**src/logic/frs_regs.svh**
```systemverilog
/*
  Register offsets, field positions, reset values and timing counts
  of the fault status readback bank.
  Assumes inclusion by bare name from every file that needs them.
*/
`ifndef FRS_REGS_SVH
`define FRS_REGS_SVH

// Register offsets on the management register port
`define FRS_OFF_STATUS_FOUR 8'hEF
`define FRS_OFF_STATUS_FIVE 8'hF0
`define FRS_OFF_NEXT_PTR 8'hF1
`define FRS_OFF_REVISION 8'hF5

// Status four fields
`define FRS_S4_AUX2_BIT 7
`define FRS_S4_AUX1_BIT 6
`define FRS_S4_HIGH_BIT 5
`define FRS_S4_PRI4_BIT 4
`define FRS_S4_PRI3_BIT 3
`define FRS_S4_PRI2_BIT 2
`define FRS_S4_PRI1_BIT 1
`define FRS_S4_AUX5_GPI_BIT 0

// Status five fields; bits 7:3 reserved
`define FRS_S5_AUX5_BIT 2
`define FRS_S5_AUX4_BIT 1
`define FRS_S5_AUX3_BIT 0
`define FRS_S5_RSVD_VAL 5'h00

// Revision fields
`define FRS_REV_FAMILY_MSB 7
`define FRS_REV_FAMILY_LSB 4
`define FRS_REV_HW_MSB 3
`define FRS_REV_HW_LSB 0

// Next record pointer values
`define FRS_PTR_START 8'h80
`define FRS_PTR_STEP 8'h08
`define FRS_PTR_LAST 8'hF8
`define FRS_PTR_FULL 8'h00

// Coordination bus address range; zero is broadcast
`define FRS_COORD_MIN 4'h1
`define FRS_COORD_MAX 4'h4

// Reset value of the read data and value returned by unmapped offsets
`define FRS_RDATA_RST 8'h00
`define FRS_UNMAPPED_VAL 8'h00

// Timing: clock period and input conditioning time
`define FRS_CLK_PERIOD_NS 10
`define FRS_GPI_FILTER_NS 40
`define FRS_GPI_FILTER_CYC \
  (((`FRS_GPI_FILTER_NS) + (`FRS_CLK_PERIOD_NS) - 1) / (`FRS_CLK_PERIOD_NS))

`endif

```
**src/logic/frs_pkg.sv**
```systemverilog
/*
  Types shared by the fault status readback bank.
  Assumes frs_regs.svh supplies the numeric constants.
*/
package frs_pkg;

  // Fault record memory fill state, Gray coded along its path
  typedef enum logic [1:0] {
    FRS_PTR_EMPTY = 2'b00,
    FRS_PTR_FILLING = 2'b01,
    FRS_PTR_FULLST = 2'b11
  } frs_ptr_state_t;

  typedef logic [7:0] frs_byte_t;

endpackage : frs_pkg

```
**src/logic/frs_gpi_filter.sv**
```systemverilog
/*
  Conditioning of the fifth auxiliary input used as a logic input:
  a level is accepted only after it has stood for FILTER_CYC cycles.
  Assumes the raw input is synchronous to the clock.
*/
`timescale 1ns/1ps
`default_nettype none
`include "frs_regs.svh"

module frs_gpi_filter
  import frs_pkg::*;
#(
  parameter int FILTER_CYC = `FRS_GPI_FILTER_CYC
) (
  // Clock and reset
  input wire logic clk,
  input wire logic rst_n,
  // Raw and conditioned level
  input wire logic raw_in,
  output logic clean_q
);

  localparam int CW = (FILTER_CYC < 2) ? 1 : $clog2(FILTER_CYC + 1);

  logic [CW-1:0] cnt_q;

  // Counter cannot serve a zero-length filter
  if (FILTER_CYC < 1) begin : g_chk
    $error("FILTER_CYC must be at least 1");
  end

  // Count stable cycles of a differing level, accept on reaching the limit
  always_ff @(posedge clk) begin
    if (!rst_n) begin
      cnt_q <= '0;
      clean_q <= 1'b0;
    end else if (raw_in == clean_q) begin
      cnt_q <= '0;
    end else if (cnt_q == CW'(FILTER_CYC - 1)) begin
      cnt_q <= '0;
      clean_q <= raw_in; // RULE3
    end else begin
      cnt_q <= cnt_q + CW'(1);
    end
  end

endmodule : frs_gpi_filter
`default_nettype wire

```
**src/logic/frs_record_pointer.sv**
```systemverilog
/*
  Next fault record pointer: low byte of the record address.
  Assumes record_done pulses once per completed record write and
  erase_done pulses once when the record memory has been erased.
*/
`timescale 1ns/1ps
`default_nettype none
`include "frs_regs.svh"

module frs_record_pointer
  import frs_pkg::*;
(
  // Clock and reset
  input wire logic clk,
  input wire logic rst_n,
  // Record writer events
  input wire logic record_done,
  input wire logic erase_done,
  // Pointer state
  output frs_byte_t ptr_q,
  output logic full_q
);

  frs_ptr_state_t state_q;

  // Fill state follows writes; erase restarts from empty
  always_ff @(posedge clk) begin
    if (!rst_n) begin
      state_q <= FRS_PTR_EMPTY;
      ptr_q <= `FRS_PTR_START; // RULE6
      full_q <= 1'b0;
    end else if (erase_done) begin
      state_q <= FRS_PTR_EMPTY;
      ptr_q <= `FRS_PTR_START; // RULE6
      full_q <= 1'b0;
    end else if (record_done) begin
      case (state_q)
        FRS_PTR_EMPTY, FRS_PTR_FILLING: begin
          if (ptr_q == `FRS_PTR_LAST) begin // RULE7
            state_q <= FRS_PTR_FULLST;
            ptr_q <= `FRS_PTR_FULL; // RULE8
            full_q <= 1'b1;
          end else begin
            state_q <= FRS_PTR_FILLING;
            ptr_q <= ptr_q + `FRS_PTR_STEP; // RULE6
          end
        end
        default: begin
          ptr_q <= `FRS_PTR_FULL; // RULE8
        end
      endcase
    end
  end

endmodule : frs_record_pointer
`default_nettype wire

```
**src/logic/frs_top.sv**
```systemverilog
/*
  Fault status readback bank: read-only limit status, conditioned
  logic input, next fault record pointer and revision identifier,
  plus the coordination bus address check.
  Assumes comparator results, limit sense settings and record writer
  events arrive synchronous to SYS_CLK; the management bus protocol
  sits outside and presents a register offset with a read strobe.
*/
// Functional notes
// (RULE1) Limit flags for high rail, four primary rails, aux3 follow sense A.
// (RULE2) Aux4 and aux5 limit flags sit in status five, following sense B.
// (RULE3) Status four bit 0 shows aux5 logic input after conditioning.
// (RULE4) Status five bits 7:3 are reserved and carry no function.
// (RULE5) Pointer byte is low byte of next record address in record area.
// (RULE6) Pointer starts at 0x80 when empty and steps by eight per record.
// (RULE7) Pointer reads 0xF8 when exactly one record slot is left.
// (RULE8) Pointer reads zero once the record memory is full.
// (RULE9) Read-only revision register distinguishes this part from compatibles.
// (RULE10) Revision upper nibble holds the fixed four-bit family identifier.
// (RULE11) Revision lower nibble holds the hardware revision number.
// (RULE12) Each coordination bus device uses its own unique address.
// (RULE13) Coordination address is independent of management address straps.
// (RULE14) Only coordination addresses 1 to 4 are accepted; zero is broadcast.
// (RULE15) Reads of these registers have no side effect on contents or writes.
`timescale 1ns/1ps
`default_nettype none
`include "frs_regs.svh"

module frs_top
  import frs_pkg::*;
#(
  // Family identifier, value arbitrary
  parameter logic [3:0] FAMILY_ID = 4'h5,
  // Hardware revision number, value arbitrary
  parameter logic [3:0] HW_REVISION = 4'h1,
  // Conditioning length of the logic input in cycles
  parameter int GPI_FILTER_CYC = `FRS_GPI_FILTER_CYC
) (
  // Clock and reset
  input wire logic SYS_CLK,
  input wire logic RST_N,
  // Comparator results, 1 while the reading is above its limit
  input wire logic HIGH_RAIL_ABOVE,
  input wire logic PRIMARY_RAIL1_ABOVE,
  input wire logic PRIMARY_RAIL2_ABOVE,
  input wire logic PRIMARY_RAIL3_ABOVE,
  input wire logic PRIMARY_RAIL4_ABOVE,
  input wire logic AUX_INPUT1_ABOVE,
  input wire logic AUX_INPUT2_ABOVE,
  input wire logic AUX_INPUT3_ABOVE,
  input wire logic AUX_INPUT4_ABOVE,
  input wire logic AUX_INPUT5_ABOVE,
  // Limit sense settings, 1 flags above limit, 0 flags below
  input wire logic LIMIT_SENSE_SELECT_A,
  input wire logic LIMIT_SENSE_SELECT_B,
  // Raw fifth auxiliary input used as a logic input
  input wire logic AUX_INPUT5_RAW,
  // Record writer events
  input wire logic RECORD_WRITTEN,
  input wire logic RECORD_ERASED,
  // Coordination bus address setting
  input wire logic [3:0] COORD_ADDR_CFG,
  // Register read port
  input wire logic [7:0] REG_ADDR,
  input wire logic REG_RD,
  output logic [7:0] REG_RDATA,
  output logic REG_RVALID,
  // Pointer and coordination status
  output logic RECORD_MEM_FULL,
  output logic [3:0] COORD_BUS_ADDRESS,
  output logic COORD_ADDR_VALID
);

  // Limit flags, registered
  logic high_rail_limit_flag_q;
  logic primary_rail1_limit_flag_q;
  logic primary_rail2_limit_flag_q;
  logic primary_rail3_limit_flag_q;
  logic primary_rail4_limit_flag_q;
  logic aux_input1_limit_flag_q;
  logic aux_input2_limit_flag_q;
  logic aux_input3_limit_flag_q;
  logic aux_input4_limit_flag_q;
  logic aux_input5_limit_flag_q;

  // Conditioned logic input and pointer
  logic aux_input5_logic_state;
  frs_byte_t next_record_pointer;
  logic ptr_full;

  // Register images
  frs_byte_t black_box_status_four;
  frs_byte_t black_box_status_five;
  frs_byte_t revision_identifier;
  frs_byte_t rdata_d;

  // Coordination address state
  logic [3:0] coord_addr_d;
  logic coord_valid_d;

  // Filter length that the conditioning counter cannot serve
  if (GPI_FILTER_CYC < 1) begin : g_chk_filter
    $error("GPI_FILTER_CYC must be at least 1");
  end

  // Apply the selected sense: above or below the limit
  function automatic logic sense_apply(input logic above, input logic sense);
    sense_apply = sense ? above : ~above;
  endfunction : sense_apply

  // Address in the accepted coordination range
  function automatic logic coord_in_range(input logic [3:0] a);
    coord_in_range = (a >= `FRS_COORD_MIN) && (a <= `FRS_COORD_MAX);
  endfunction : coord_in_range

  // Flags under the first sense setting
  always_ff @(posedge SYS_CLK) begin
    if (!RST_N) begin
      high_rail_limit_flag_q <= 1'b0;
      primary_rail1_limit_flag_q <= 1'b0;
      primary_rail2_limit_flag_q <= 1'b0;
      primary_rail3_limit_flag_q <= 1'b0;
      primary_rail4_limit_flag_q <= 1'b0;
      aux_input1_limit_flag_q <= 1'b0;
      aux_input2_limit_flag_q <= 1'b0;
      aux_input3_limit_flag_q <= 1'b0;
    end else begin
      high_rail_limit_flag_q <= sense_apply(HIGH_RAIL_ABOVE, LIMIT_SENSE_SELECT_A); // RULE1
      primary_rail1_limit_flag_q <= sense_apply(PRIMARY_RAIL1_ABOVE, LIMIT_SENSE_SELECT_A); // RULE1
      primary_rail2_limit_flag_q <= sense_apply(PRIMARY_RAIL2_ABOVE, LIMIT_SENSE_SELECT_A); // RULE1
      primary_rail3_limit_flag_q <= sense_apply(PRIMARY_RAIL3_ABOVE, LIMIT_SENSE_SELECT_A); // RULE1
      primary_rail4_limit_flag_q <= sense_apply(PRIMARY_RAIL4_ABOVE, LIMIT_SENSE_SELECT_A); // RULE1
      aux_input1_limit_flag_q <= sense_apply(AUX_INPUT1_ABOVE, LIMIT_SENSE_SELECT_A);
      aux_input2_limit_flag_q <= sense_apply(AUX_INPUT2_ABOVE, LIMIT_SENSE_SELECT_A);
      aux_input3_limit_flag_q <= sense_apply(AUX_INPUT3_ABOVE, LIMIT_SENSE_SELECT_A); // RULE1
    end
  end

  // Flags under the second sense setting
  always_ff @(posedge SYS_CLK) begin
    if (!RST_N) begin
      aux_input4_limit_flag_q <= 1'b0;
      aux_input5_limit_flag_q <= 1'b0;
    end else begin
      aux_input4_limit_flag_q <= sense_apply(AUX_INPUT4_ABOVE, LIMIT_SENSE_SELECT_B); // RULE2
      aux_input5_limit_flag_q <= sense_apply(AUX_INPUT5_ABOVE, LIMIT_SENSE_SELECT_B); // RULE2
    end
  end

  // Logic input conditioning
  frs_gpi_filter #(
    .FILTER_CYC(GPI_FILTER_CYC)
  ) u_gpi_filter (
    .clk(SYS_CLK),
    .rst_n(RST_N),
    .raw_in(AUX_INPUT5_RAW),
    .clean_q(aux_input5_logic_state)
  );

  // Next record pointer, advanced only by the record writer
  frs_record_pointer u_record_pointer (
    .clk(SYS_CLK),
    .rst_n(RST_N),
    .record_done(RECORD_WRITTEN),
    .erase_done(RECORD_ERASED),
    .ptr_q(next_record_pointer),
    .full_q(ptr_full)
  );

  // Status four image
  always_comb begin
    black_box_status_four = 8'h00;
    black_box_status_four[`FRS_S4_AUX2_BIT] = aux_input2_limit_flag_q;
    black_box_status_four[`FRS_S4_AUX1_BIT] = aux_input1_limit_flag_q;
    black_box_status_four[`FRS_S4_HIGH_BIT] = high_rail_limit_flag_q; // RULE1
    black_box_status_four[`FRS_S4_PRI4_BIT] = primary_rail4_limit_flag_q; // RULE1
    black_box_status_four[`FRS_S4_PRI3_BIT] = primary_rail3_limit_flag_q; // RULE1
    black_box_status_four[`FRS_S4_PRI2_BIT] = primary_rail2_limit_flag_q; // RULE1
    black_box_status_four[`FRS_S4_PRI1_BIT] = primary_rail1_limit_flag_q; // RULE1
    black_box_status_four[`FRS_S4_AUX5_GPI_BIT] = aux_input5_logic_state; // RULE3
  end

  // Status five image, reserved bits held at zero
  always_comb begin
    black_box_status_five = {`FRS_S5_RSVD_VAL, 3'h0}; // RULE4
    black_box_status_five[`FRS_S5_AUX5_BIT] = aux_input5_limit_flag_q; // RULE2
    black_box_status_five[`FRS_S5_AUX4_BIT] = aux_input4_limit_flag_q; // RULE2
    black_box_status_five[`FRS_S5_AUX3_BIT] = aux_input3_limit_flag_q; // RULE1
  end

  // Revision image: family nibble over hardware revision
  always_comb begin
    revision_identifier = 8'h00; // RULE9
    revision_identifier[`FRS_REV_FAMILY_MSB:`FRS_REV_FAMILY_LSB] = FAMILY_ID; // RULE10
    revision_identifier[`FRS_REV_HW_MSB:`FRS_REV_HW_LSB] = HW_REVISION; // RULE11
  end

  // Read decode; unmapped offsets return zero
  always_comb begin
    if (REG_ADDR == `FRS_OFF_STATUS_FOUR) begin
      rdata_d = black_box_status_four;
    end else if (REG_ADDR == `FRS_OFF_STATUS_FIVE) begin
      rdata_d = black_box_status_five;
    end else if (REG_ADDR == `FRS_OFF_NEXT_PTR) begin
      rdata_d = next_record_pointer; // RULE5
    end else if (REG_ADDR == `FRS_OFF_REVISION) begin
      rdata_d = revision_identifier; // RULE9
    end else begin
      rdata_d = `FRS_UNMAPPED_VAL;
    end
  end

  // Read answer one cycle after the strobe; data holds until next read
  always_ff @(posedge SYS_CLK) begin
    if (!RST_N) begin
      REG_RDATA <= `FRS_RDATA_RST;
      REG_RVALID <= 1'b0;
    end else begin
      REG_RVALID <= REG_RD;
      if (REG_RD) begin
        REG_RDATA <= rdata_d; // RULE15
      end
    end
  end

  // Memory full status mirrors the pointer state
  always_ff @(posedge SYS_CLK) begin
    if (!RST_N) begin
      RECORD_MEM_FULL <= 1'b0;
    end else begin
      RECORD_MEM_FULL <= ptr_full; // RULE8
    end
  end

  // Coordination address check, independent of any strap input
  always_comb begin
    coord_valid_d = coord_in_range(COORD_ADDR_CFG); // RULE14
    coord_addr_d = coord_valid_d ? COORD_ADDR_CFG : 4'h0; // RULE13
  end

  // Own coordination address, zero while the setting is invalid
  always_ff @(posedge SYS_CLK) begin
    if (!RST_N) begin
      COORD_BUS_ADDRESS <= 4'h0;
      COORD_ADDR_VALID <= 1'b0;
    end else begin
      COORD_BUS_ADDRESS <= coord_addr_d; // RULE12
      COORD_ADDR_VALID <= coord_valid_d; // RULE14
    end
  end

endmodule : frs_top
`default_nettype wire

```
**config.mk**
```make
export PLATFORM = sky130hd
export DESIGN_NAME = frs_top
export DESIGN_NICKNAME = d
export VERILOG_FILES = /design/src/logic/frs_pkg.sv /design/src/logic/frs_gpi_filter.sv /design/src/logic/frs_record_pointer.sv /design/src/logic/frs_top.sv
export VERILOG_INCLUDE_DIRS = /design/src /design/src/logic
export SDC_FILE = /design/constraint.sdc
export NUM_CORES = 1
export LEC_CHECK = 0
export CORE_MARGIN = 2
export CORE_UTILIZATION = 60
export DETAILED_ROUTE_END_ITERATION = 12
export DONT_BUFFER_PORTS = 1
export GPL_TIMING_DRIVEN = 0
export PLACE_DENSITY = 0.75
export SETUP_SLACK_MARGIN = 0.5
export SLEW_MARGIN = 0
export SYNTH_ARGS = -nofsm -noshare
export SYNTH_HDL_FRONTEND = slang
export SYNTH_HIERARCHICAL = 1
export SYNTH_SLANG_ARGS = --single-unit
```
**constraint.sdc**
```tcl
create_clock -name SYS_CLK -period 1.8 [get_ports SYS_CLK]
set_clock_uncertainty 0.05 [all_clocks]
set_input_delay 0.18 -clock SYS_CLK [delete_from_list [all_inputs] [get_ports SYS_CLK]]
set_output_delay 0.18 -clock SYS_CLK [all_outputs]
set_load 0.01 [all_outputs]
```
==> summary.md <==
| Metric | Value |
|---|---|
| Run status | `finished clean` |
| Sw Ratio | `0.241` |
| Yosys reg bits | `36` |
| Residual overflow from global routing | `0` |
| Clock transition at the registers of the reported paths | `110 ps` |
| Combinational Power Share | `0.094` |
| Yosys cell types | `39` |
| Hold WS | `13.5 ps` |
| Sequential power share | `0.589` |
| Drt via density | `5.62` |
| Clock group share of total power | `0.317` |
| Min-delay worst type | `primary input to flop` |
| HPWL Detailed | `2120 um` |
| Tcrit/Tclk final | `0.701` |
| Area Growth Syn to Fin | `19.0%` |
| Worst skew pair latency | `between 300 and 400 ps` |
| FF-to-FF End | `u_record_pointer/ptr_q[7]$_SDFFE_PP1P_` |
| Wire length per cell | `approximately 15 um` |
| FF-to-FF Start | `u_record_pointer/ptr_q[3]$_SDFFE_PP0P_` |
| Via count | `1209` |
| R2R depth | `4` |
| Largest net degree at the start of global routing | `13` |
| Hold Crit Start | `LIMIT_SENSE_SELECT_B` |
| Initial core utilization | `0.626` |
| Cells along the critical path | `ha_2 > nand3_1 > or3_4 > nand3_1` |
| Synthesized area | `around 1500 um2` |
| Layout cell share with drive strength beyond 1 | `0.151` |
| Row cnt | `18` |
| Number of global-route vias before repair | `1155` |
| Critical Path Start Type | `flop` |
| GRT Util Overall | `0.254` |
| Ant. Diodes | `0` |
| Max-slew violations | `0` |
| Post-Syn Instances | `159` |
| Antenna violations before repair | `0` |
| Register area | `729 um2` |
| Final wirelength | `3300 um` |
| Die height | `about 55 um` |
| CTS buffer count | `5` |
| CTS tree | `built` |
| Hold EP | `aux_input5_limit_flag_q$_SDFF_PN0_` |
| Clock Sink Count | `36` |
| I/O pins | `45` |
| Die area | `~3000 um2` |
| CP arrival | `~1500 ps` |
| Min Clock Period, post-route | `approximately 1300 ps` |
| Fillcell total | `179` |
| Root buf cell | `clkbuf_4` |
| CP Max Fanout | `4` |
| Initial DRC Count | `34` |
| Place WS | `487 ps` |
| Crit path max-delay family | `simple AND/OR/NAND/NOR gates` |
| Crit path kind | `flop to flop` |
| Warning count from the yosys run | `6` |
| GP Congestion | `0.894` |
| CTS HTree Levels | `2` |
| Final hold violation count | `0` |
| IO Port Bufs | `0` |
| Syn Area/Cell | `9.67 um2` |
| Crit-path slowest cell | `dfxtp_4` |
| Lkg Pwr | `0.667 nW` |
| Setup TNS | `0 ps` |
| ANT nets after route | `0` |
| Crit path depth | `4` |
| Flop2flop setup slack | `between 500 and 600 ps` |
| RSZ-0062 raised after global routing | `true` |
| Worst setup margin | `538 ps` |
| CP most frequent cell | `nand3_1` |
| Pwr Total | `1.44 mW` |
| Pint | `between 1 and 1.5 mW` |
| Sequential area share after synthesis | `0.469` |
| CTS Buffer Depth | `2` |
| Power per cell area | `790 nW/um2` |
| Fin nets | `217` |
| VDD IR max | `0.747 mV` |
| Setup crit end kind | `flop` |
| Multi-input logic area | `773 um2` |
| MaxCap Viol Count | `0` |
| First-pass GRT wire length | `5130 um` |
| # DRC | `0` |
| Core ar. | `roughly 2500 um2` |
| Slowest stage delay, CP | `around 400 ps` |
| WHS Path Cells | `2` |
| Number of setup violations in the final report | `0` |
| Switching power | `348 uW` |
| Worst path required time | `2030 ps` |
| Drt pass-1 iters | `4` |
| Die extent in x | `approximately 55 um` |
| Buf/Inv on CP | `0` |
| Peak Freq | `793 MHz` |
[registers in the layout, indices dropped and copies added (netlist names)]
register                    count
aux_input5_limit_flag_q         1
u_record_pointer/ptr_q          5
primary_rail2_limit_flag_q      1
primary_rail3_limit_flag_q      1
u_gpi_filter/clean_q            1
primary_rail1_limit_flag_q      1
high_rail_limit_flag_q          1
COORD_ADDR_VALID                1
aux_input4_limit_flag_q         1
primary_rail4_limit_flag_q      1
aux_input3_limit_flag_q         1
u_record_pointer/full_q         1
REG_RVALID                      1
COORD_BUS_ADDRESS               4
REG_RDATA                       8
u_record_pointer/state_q        1
RECORD_MEM_FULL                 1
aux_input2_limit_flag_q         1
u_gpi_filter/cnt_q              3
aux_input1_limit_flag_q         1
[layout by cell type (no fill, tap or decap), types with 2 or more instances in the layout]
cell	count
dfxtp_1	33
and2_1	15
dlygate4sd3_1	15
o21ai_0	11
xnor2_1	11
nor2_1	8
nand2_1	6
buf_4	5
a21oi_1	5
clkbuf_4	5
conb_1	4
inv_1	4
clkbuf_1	4
a31oi_1	4
nand3_1	4
and3_1	3
a221oi_1	3
nor2b_1	3
nand2b_1	3
and4bb_2	2
a41oi_1	2
nand4_1	2
a22oi_1	2
nor3b_1	2
and3_2	2
clkinvlp_4	2
ha_1	2
o2111ai_1	2
dfxtp_4	2
[timing repair]
item                                   in CTS  in global routing
hold buffers                               14                  1
gates resized for setup                     0                  8
setup endpoints to repair                   0                  3
buffers inserted                            0                  1
endpoints found under the hold margin      18                  1
[kinds of logic (layout without fill, tap and decap cells)]
| family | after synthesis | after routing | share of synthesized area |
|---|---|---|---|
| adders and majority gates | 3 | 3 | 0.0244 |
| AOI/OAI and AO/OA | 32 | 32 | 0.133 |
| DFF | 36 | 36 | 0.469 |
| other | 2 | 4 | 0.00488 |
| and+or+nand+nor | 60 | 60 | 0.250 |
| xor gates and xnor gates | 11 | 11 | 0.0627 |
| muxes | 2 | 2 | 0.0138 |
| buffers and inverters | 13 | 37 | 0.0423 |
[area by class of cell]
type,instances,share of cell area
tap,30,0.0205
sequential,36,0.399
inverter,4,0.00821
timing repair buffer,16,0.0862
clock buffer,6,0.0280
buffer,9,0.0274
multi-input combinational,112,0.423
clock inverter,2,0.00821
[worst register-to-register path: stages, from the launching register on]
cell	delay [ps]
dfxtp_4	390
ha_2	190
nand3_1	110
or3_4	360
nand3_1	110
[synth_stat cells, drive strengths merged]
master,count,area [um2]
dfxtp,36,721
and2,15,93.8
o21ai,11,55.1
xnor2,11,96.3
nor2,8,30.0
nand2,6,22.5
a21oi,5,25.0
and3,5,33.8
buf,5,35.0
nand3,5,30.0
a31oi,4,25.0
clkbuf,4,15.0
inv,4,15.0
nor3b,4,46.3
a221oi,3,26.3
ha,3,37.5
nand2b,3,18.8
nor2b,3,18.8
a22oi,2,15.0
a41oi,2,17.5
and4bb,2,25.0
conb,2,7.51
nand4,2,12.5
nor4b,2,17.5
o2111ai,2,17.5
or3,2,12.5
a211oi,1,7.51
and4b,1,10.0
mux2,1,11.3
mux2i,1,10.0
nand3b,1,7.51
nor3,1,5.00
o211ai,1,7.51
o31a,1,8.76
[per-layer routing]
layer / wire length (um) / share of wire / GRT usage
met3: 259 / 0.079 / 0.104
met2: 1640 / 0.50 / 0.425
met4: 72 / 0.022 / 0.100
met1: 1330 / 0.40 / 0.284
met5: 0 / 0 / 0
[power by group through the flow]
stage / registers (mW) / clock network [mW] / logic (mW)
2_1_floorplan: 0.866 / 0 / 0.0845
3_3_place_gp: 0.870 / 0 / 0.0956
3_5_place_dp: 0.871 / 0 / 0.100
4_1_cts: 0.853 / 0.464 / 0.128
5_1_grt: 0.856 / 0.491 / 0.149
6_report: 0.851 / 0.459 / 0.136
[worst max-delay path by stage]
stage | start | end
detailed placement | REG_ADDR[5] | REG_RDATA[7]$_SDFFE_PN0P_
global placement | REG_ADDR[5] | REG_RDATA[3]$_SDFFE_PN0P_
CTS | u_record_pointer/ptr_q[3]$_SDFFE_PP0P_ | u_record_pointer/ptr_q[7]$_SDFFE_PP1P_
floorplan | REG_ADDR[5] | REG_RDATA[3]$_SDFFE_PN0P_
finish | u_record_pointer/ptr_q[3]$_SDFFE_PP0P_ | u_record_pointer/ptr_q[7]$_SDFFE_PP1P_
global route | u_record_pointer/ptr_q[4]$_SDFFE_PP0P_ | u_record_pointer/ptr_q[7]$_SDFFE_PP1P_
[per-stage QoR]
step	std cells	cell area [um2]	util
3_3_place_gp	191	1580	0.645
2_1_floorplan	161	1550	-
4_1_cts	213	1790	0.729
5_1_grt	215	1830	0.745
3_5_place_dp	191	1580	0.645
6_report	215	1830	0.745
No activity file was read; power rests on OpenSTA's default activity.
